[config.mk]
export PLATFORM = sky130hd
export DESIGN_NAME = ilr_regs
export DESIGN_NICKNAME = d
export VERILOG_FILES = /design/src/ilr_pkg.sv /design/src/ilr_decode.sv /design/src/ilr_regs.sv
export SDC_FILE = /design/constraint.sdc
export NUM_CORES = 1
export LEC_CHECK = 0
export BUFFER_PORTS_ARGS = -buffer_cell sky130_fd_sc_hd__buf_2
export CAP_MARGIN = 30
export CORE_MARGIN = 3
export CORE_UTILIZATION = 51
export DETAILED_ROUTE_END_ITERATION = 12
export PLACE_DENSITY = 0.88
export SYNTH_ARGS = -nofsm -noshare
export SYNTH_HDL_FRONTEND = slang
export SYNTH_SLANG_ARGS = --single-unit
[constraint.sdc]
create_clock -name clk -period 4.65 [get_ports clk]
set_clock_uncertainty 0.2 [all_clocks]
set_input_delay 0.93 -clock clk [delete_from_list [all_inputs] [get_ports clk]]
set_output_delay 0.93 -clock clk [all_outputs]
set_load 0.05 [all_outputs]
[src/ilr_pkg.sv]
// Package for the identification and input limit register slice.
// Assumes a byte-wide register port with single-cycle strobes.
`default_nettype none
package ilr_pkg;
	// ****************************************
	// Offsets
	// ****************************************
	localparam logic [7:0] ILR_OFS_ID = 8'h00;
	localparam logic [7:0] ILR_OFS_REV = 8'h01;
	localparam logic [7:0] ILR_OFS_LIMIT = 8'h02;
	// ****************************************
	// Field positions
	// ****************************************
	localparam int ILR_MAKER_LSB = 4;
	localparam int ILR_ADAPT_LSB = 5;
	localparam int ILR_SYSRAIL_BIT = 3;
	localparam int ILR_INPUT_CURRENT_LIMIT_SEL_LSB = 0;
	// ****************************************
	// Identity values (arbitrary neutral values)
	// ****************************************
	localparam logic [3:0] ILR_MAKER_CODE = 4'h5; // Arbitrary value
	localparam logic [3:0] ILR_PART_CODE = 4'h3; // Arbitrary value
	localparam logic [3:0] ILR_REV_CODE = 4'h2; // Arbitrary value
	// ****************************************
	// Reset values
	// ****************************************
	localparam logic [2:0] ILR_ADAPT_RST = 3'h4;
	localparam logic ILR_SYSRAIL_RST = 1'b0;
	localparam logic [2:0] ILR_INPUT_CURRENT_LIMIT_SEL_RST = 3'h1;
	localparam logic [15:0] ILR_ADAPT_MV_RST = 16'h11f8; // 4.6 V, decode of the reset code
	localparam logic [15:0] ILR_INPUT_CURRENT_LIMIT_SEL_MA_RST = 16'h0064; // 100 mA, decode of the reset code
	localparam logic [2:0] ILR_ADAPT_MIN_VALID = 3'h2;
endpackage : ilr_pkg
`default_nettype wire

[src/ilr_decode.sv]
// Decoder from selector codes to physical settings.
// Assumes codes come straight from the configuration register.
`default_nettype none
module ilr_decode (
	input wire logic [2:0] adaptSel, // Adaptive threshold code
	input wire logic [2:0] ilimSel, // Current limit code
	output logic [15:0] adaptMv, // Threshold in mV, zero if undefined
	output logic [15:0] ilimMa // Current limit in mA
);
	import ilr_pkg::*;
	// Threshold: 4.4 V at code 2, 100 mV a step
	always_comb begin
		if (adaptSel >= ILR_ADAPT_MIN_VALID) begin
			adaptMv = 16'(4200 + 100 * int'(adaptSel));
		end else begin
			adaptMv = 16'h0000; // Undefined codes give no threshold
		end
	end
	// Current: 50 mA steps up to code 5, then two coarse steps
	always_comb begin
		case (ilimSel)
			3'h6: ilimMa = 16'd400;
			3'h7: ilimMa = 16'd500;
			default: ilimMa = 16'(50 + 50 * int'(ilimSel));
		endcase
	end
endmodule : ilr_decode
`default_nettype wire

[src/ilr_regs.sv]
// Register slice: identification, revision and input limit configuration.
// Assumes a master that strobes one cycle at a time and never waits.
`default_nettype none
module ilr_regs (
	input wire logic clk, // 100 MHz clock
	input wire logic resetn, // Synchronous reset, active low
	input wire logic [7:0] regAddr, // Register offset
	input wire logic [7:0] regWdata, // Write data
	input wire logic regWrite, // Write strobe
	input wire logic regRead, // Read strobe
	output logic [7:0] regRdata, // Read data, one cycle after strobe
	output logic [2:0] adaptive_limit_threshold_sel, // Threshold code
	output logic system_rail_target_sel, // 0: termination + 200 mV, 1: 5 V
	output logic [2:0] input_current_limit_sel, // Current limit code
	output logic [15:0] adaptThresholdMv, // Decoded threshold
	output logic [15:0] inputLimitMa // Decoded current limit
);
	import ilr_pkg::*;

	logic [15:0] next_adaptMv;
	logic [15:0] next_ilimMa;
	logic [7:0] next_rdata;

	// ****************************************
	// Address decode
	// ****************************************
	// True when a strobe targets the configuration register
	function automatic logic hits_limit(input logic [7:0] addr);
		return addr == ILR_OFS_LIMIT;
	endfunction : hits_limit

	// ****************************************
	// Configuration register
	// ****************************************
	// Offsets 0 and 1 have no storage, so writes there simply vanish
	always_ff @(posedge clk) begin
		if (!resetn) begin
			adaptive_limit_threshold_sel <= ILR_ADAPT_RST;
			system_rail_target_sel <= ILR_SYSRAIL_RST;
			input_current_limit_sel <= ILR_INPUT_CURRENT_LIMIT_SEL_RST;
		end else if (regWrite && hits_limit(regAddr)) begin
			adaptive_limit_threshold_sel <= regWdata[ILR_ADAPT_LSB +: 3];
			system_rail_target_sel <= regWdata[ILR_SYSRAIL_BIT];
			input_current_limit_sel <= regWdata[ILR_INPUT_CURRENT_LIMIT_SEL_LSB +: 3];
		end
	end

	// ****************************************
	// Read path
	// ****************************************
	// Unmapped offsets and reserved bits read zero
	always_comb begin
		next_rdata = 8'h00;
		case (regAddr)
			ILR_OFS_ID: begin
				next_rdata[ILR_MAKER_LSB +: 4] = ILR_MAKER_CODE;
				next_rdata[3:0] = ILR_PART_CODE;
			end
			ILR_OFS_REV: next_rdata[3:0] = ILR_REV_CODE;
			ILR_OFS_LIMIT: begin
				next_rdata[ILR_ADAPT_LSB +: 3] = adaptive_limit_threshold_sel;
				next_rdata[ILR_SYSRAIL_BIT] = system_rail_target_sel;
				next_rdata[ILR_INPUT_CURRENT_LIMIT_SEL_LSB +: 3] = input_current_limit_sel;
			end
			default: next_rdata = 8'h00;
		endcase
	end

	// Data is valid only in the cycle after the strobe, zero otherwise
	always_ff @(posedge clk) begin
		if (!resetn) begin
			regRdata <= 8'h00;
		end else if (regRead) begin
			regRdata <= next_rdata;
		end else begin
			regRdata <= 8'h00;
		end
	end

	// ****************************************
	// Decoded settings
	// ****************************************
	ilr_decode u_decode (
		.adaptSel(adaptive_limit_threshold_sel),
		.ilimSel(input_current_limit_sel),
		.adaptMv(next_adaptMv),
		.ilimMa(next_ilimMa)
	);

	// Registered so outputs come from flip-flops; lags the selector by one cycle
	always_ff @(posedge clk) begin
		if (!resetn) begin
			adaptThresholdMv <= ILR_ADAPT_MV_RST;
			inputLimitMa <= ILR_INPUT_CURRENT_LIMIT_SEL_MA_RST;
		end else begin
			adaptThresholdMv <= next_adaptMv;
			inputLimitMa <= next_ilimMa;
		end
	end
endmodule : ilr_regs
`default_nettype wire

=== Yosys cells after proc, flatten, opt, wreduce, memory -nomap -nowiden ===
Index checks and enable logic that the tools add are counted.

* Bits in registers: 47
* Input port bits: 20
* Output and inout bits: 47
* Logic and storage cells: 25

* $add $sub $neg: 2
* $mul: 2
* $lt $le $gt $ge: 1
* Equal/unequal tests: 4
* Multiplexer cells: 5
* Reductions and logical operators: 4

{| class="wikitable"
|+ Operators by type and width
! operator !! number
|-
| case mux 16 bit (2 select lines) || 1
|-
| adder 7 x 16 -> 16 bit, first input constant || 1
|-
| multiplier 5 x 3 -> 8 bit, first input constant || 2
|-
| adder 13 x 10 -> 14 bit, first input constant || 1
|-
| two-way mux 13 bit || 1
|-
| case mux 4 bit (3 select lines) || 1
|-
| equality test 8 x 1 -> 1 bit, second input constant || 1
|-
| equality test 8 x 2 -> 1 bit, second input constant || 1
|-
| zero test 8 bit || 1
|-
| equality test 3 bit, second input constant || 2
|-
| case mux 3 bit (2 select lines) || 1
|-
| AND reduction 2 bit || 2
|-
| greater-or-equal comparator 3 x 2 -> 1 bit, second input constant || 1
|-
| logical AND 1 bit || 1
|-
| two-way mux 1 bit || 1
|}

=== Depth between registers and ports, before layout ===
* Depth in word-level cells: 3
* Depth in mapped cells: 8
* Mapped depth without buffers: 8

=== Hierarchy ===
A second synthesis with hierarchy kept.

* Cells, all modules: 211
* Area total of the unflattened synthesis: 2040.7 um^2

{| class="wikitable"
|+ Modules (own cells, without submodules)
! module !! instances !! cells an instance !! area an instance (um^2) !! sequential area each (um^2)
|-
| ilr_regs || 1 || 127 || 1427.6 || 940.9
|-
| ilr_decode || 1 || 84 || 613.1 || 0.0
|}

=== Least setup slack after synthesis ===
OpenSTA, ideal clock, no wires.

* Kind: flip-flop to flip-flop
* Start: reg input_current_limit_sel[1]
* End: reg inputLimitMa[8]
* Library setup time: 0.125 ns
* Data arrival time: 2.104 ns
* Setup slack: 2.221 ns
* Stages on the path, launching flop included: 9
* Clock period less this slack: 2.429 ns
* Cells stage by stage: dfxtp_1 > inv_1 > ha_1 > inv_1 > ha_1 > ha_1 > nand2_1 > nor4_1 > o41a_1

* Longest elaborated chain between the ends: 3
* Elaborated cells between the ends (all ways): 5
* Those cells by class: add/sub: 1; mul: 1; eq/ne: 2; mux: 1

{| class="wikitable"
|+ RTL lines
! item !! RTL line !! RTL
|-
| start, declared || ilr_regs.sv:14 || <nowiki>output logic [2:0] input_current_limit_sel,</nowiki>
|-
| start signal, assigned || ilr_regs.sv:44 || <nowiki>input_current_limit_sel <= regWdata[ILR_INPUT_CURRENT_LIMIT_SEL_LSB +: 3];</nowiki>
|-
| multiplier 5 x 3 -> 8 bit || ilr_decode.sv:24 || <nowiki>default: ilimMa = 16'(50 + 50 * int'(ilimSel));</nowiki>
|-
| adder 7 x 16 -> 16 bit || ilr_decode.sv:24 ||
|-
| case mux 16 bit (2 select lines) * || ilr_decode.sv:21 || <nowiki>case (ilimSel)</nowiki>
|-
| end signal, assigned || ilr_regs.sv:97 || <nowiki>inputLimitMa <= next_ilimMa;</nowiki>
|-
| end, declared || ilr_regs.sv:16 || <nowiki>output logic [15:0] inputLimitMa</nowiki>
|}

Mark *: on every way between the ends. The rest lies on a longest branch, timed or not.
A chain may end at the register's enable or synchronous reset.

=== Worst setup path after layout ===
* Start: in regAddr[3]
* End: reg regRdata[0]

* Longest elaborated chain between the ends: 2
* Elaborated cells between the ends (all ways): 4
* Those cells by class: eq/ne: 2; mux: 1; reduce/logical: 1

{| class="wikitable"
|+ RTL lines
! item !! RTL line !! RTL
|-
| start, declared || ilr_regs.sv:7 || <nowiki>input wire logic [7:0] regAddr,</nowiki>
|-
| equality test 8 x 2 -> 1 bit, or another cell as far along || ilr_regs.sv:54 || <nowiki>case (regAddr)</nowiki>
|-
| case mux 4 bit (3 select lines) * || ilr_regs.sv:54 ||
|-
| end signal, assigned || ilr_regs.sv:74 || <nowiki>regRdata <= next_rdata;</nowiki>
|-
| end, declared || ilr_regs.sv:11 || <nowiki>output logic [7:0] regRdata,</nowiki>
|}

Marked as above.

==> flow_summary.yaml <==
status:
  outcome: "finished clean"
final_layout:
  final_nets: 260
  area_growth_pct: 19.7
  antennaDiodeCount: 0
  fin_util_pct: 64.3
  stdcell_count: 268
  final_layout_size_suffix_gt1_share_pct: 28.6
  final_area_sq_mm: 0.00198
logic_synthesis:
  synth_compound_area_share_pct: 18.1
  synth_top_area_cell: "dfxtp_1"
  yosysMostFrequentCell: "dfxtp_1"
  yosysWarnings: 0
  synth_top_area_share_pct: 41.1
  syn_area_sq_mm: 0.00166
  synthSimpleGateAreaFrac_pct: 16.3
  synth_seq_cells: 34
  yosysUniqueCellTypes: 38
  ys_top_cells_by_count: "34 x dfxtp_1, 17 x ha_1, 13 x buf_4"
  synth_xor_area_share_pct: 2.65
  postSynthCellCount: 169
  syn_area_per_cell_sq_um: 9.79
  synth_mux_area_share_pct: 0
  yosysSeqAreaShare_pct: 41.1
  synth-async-reset-ratio_pct: 0
  synthAdderAreaFrac_pct: 12.8
  synth_top_family_by_area: "compound AO/OA/AOI/OAI gates"
  synthFlopType: "dfxtp_1"
  synth-edff-count: 0
  ys_top_cells_by_area: "dfxtp_1 41%, ha_1 13%, buf_4 5.9%"
placement:
  hpwl_um: 2560
  place_inst: 260
  place.gp.congestion: 0.877
  place_area_sq_mm: 0.00190
  pre_cts_slack_ps: 1960
  portBuffers: 52
critical_path:
  start_kind: "primary input"
  worst_ep_arrival_time_ps: 2380
  r2r-end: "inputLimitMa[8]"
  critPathCaptureType: "flip-flop"
  cp.required_ps: 4670
  crit_chain: "buf_2 -> or4_4 -> or3_4 -> a2111oi_4"
  crit_path_max_incr_delay_ps: 610
  r2r-start: "input_current_limit_sel[1]"
  ff2ff_path_depth: 8
  r2r_slack_ps: 2410
  cp_top_family: "simple AND/OR/NAND/NOR gates"
  path_class: "in -> reg"
  path_buf_inv: 1
  crit_slowest_cell: "or4_4"
  crit_path_max_fanout: 12
  path_depth: 4
die:
  dieArea_sq_mm: 0.00397
  io_pins: 67
  fp.dieH_um: 63.0
  core_area_sq_mm: 0.00308
  initial_core_util_pct: 53.8
  die_x_um: 63.0
  num_rows: 20
drt:
  first_pass_iters: 4
  finalWirelength_um: 3350
  dr.first_iter.drc_count: 83
  ant_nets: 0
  vias: 1370
  wire_per_inst_um: 12.5
  drc: 0
  via_per_inst: 5.11
clock_tree:
  cts_buffer_depth: 2
  path_clk_slew_ps: 110
  cts_resized: 0
  cts_hold_buf: 0
  cts_sinks: 34
  cts_setup_buffers: 0
  clk_latency_ps: 330
  htree_levels: 2
  cts_tree: "done"
  cts_buffers: 5
  cts_root_buf: "clkbuf_4"
global_route:
  first_global_vias: 1160
  grt_first_pass_wirelength_um: 5430
  antenna_found_initial: 0
  track_usage_pct: 17.2
  grt_overflow: 0
  grt_max_degree: 17
worst_hold_path:
  holdPathStages: 2
  hold_path.class: "reg -> reg"
  hp-start: "system_rail_target_sel"
  hold_path_end: "system_rail_target_sel"
timing:
  worstMarginPinSlew_ps: 992
  maxSlewHeadroom_pct: 33.2
  setup-tns-final_ps: 0
  worst_slack_ps: 2290
  hold_violations: 0
  whs_ps: 314
  fmax_ghz: 0.423
  finalCritPeriodShare_pct: 50.8
  slew_violations: 0
  setup_viol: 0
  rsz0062_at_grt: "false"
  finalCriticalPeriod_ps: 2360
power_and_ir_drop:
  pwr-share-seq_pct: 53.2
  total_power_uw: 548
  p_int_uw: 411
  power.density_mw_per_mm2: 277
  p_sw_uw: 136
  comb_power_share_pct: 8.9
  vdd_drop_max_mv: 0.151
  clkPwrFrac_pct: 37.8
  swShare_pct: 24.9
  p_leak_nw: 0.930
run:
  drv_cap: 0
[area by class of cell]
class,instances,area [sq um]
Clock buffer,5,37.5
Fill cell,269,1100
Clock inverter,3,40.0
Timing Repair Buffer,52,260
Sequential cell,34,681
Tap cell,44,55.1
Inverter,9,33.8
Multi-Input combinational cell,121,873
[power by group through the flow]
stage               combinational, mW  clock [mW]  sequential (mW)
floorplan                      0.0419           0            0.300
global placement               0.0479           0            0.298
detailed placement             0.0481           0            0.298
CTS                            0.0483       0.211            0.292
global route                   0.0518       0.229            0.292
finish                         0.0489       0.207            0.292
[flip-flops by register name, indices dropped and copies added (netlist names)]
name and flops:
input_current_limit_sel 3, adaptive_limit_threshold_sel 3, inputLimitMa 9, system_rail_target_sel 1, regRdata 8, adaptThresholdMv 10
[worst register-to-register path, stage by stage (launching register included)]
cell	delay (ps)
dfxtp_1	450
inv_1	120
ha_1	290
inv_1	40
ha_1	170
ha_1	320
nand2_1	100
nor4_1	50
o41a_1	370
[worst max-delay path by stage]
stage,from,end,slack [ps]
global placement,regAddr[3],regRdata[6],1990
finish,regAddr[3],regRdata[0],2290
CTS,regAddr[3],regRdata[0],2300
floorplan,input_current_limit_sel[1],inputLimitMa[8],2220
global route,input_current_limit_sel[2],input_current_limit_sel[2],2250
detailed placement,regAddr[3],regRdata[0],1960
[cells by family after synthesis]
kind of cell | Yosys count
AO/OA/AOI/OAI | 39
flip-flops | 34
buffers and inverters | 26
adder cells (fa/ha/maj) | 17
XOR/XNOR | 5
AND/OR/NAND/NOR | 47
other | 1
[metal layers]
metal / track usage [%] / routed length [um] / vias up
li1: - / - / 693
met1: 22.3 / 1540 / 611
met2: 26.7 / 1490 / 59
met3: 3.78 / 266 / 7
met4: 8.26 / 56 / 0
met5: 0 / 0 / -
[layout by cell type, fill, tap and decap left out, types with 3 or more instances in the layout]
master,n
ha_1,17
nand4_1,5
xor2_1,3
and3_1,3
o31ai_1,6
a21oi_1,8
buf_2,52
clkbuf_4,5
nand2_1,9
inv_1,9
nor3_1,4
o21ai_0,6
nand2b_1,5
nor2_1,3
dfxtp_1,34
conb_1,13
nor4_1,7
a21boi_0,3
Note: power is estimated with default switching activity, not from simulation.
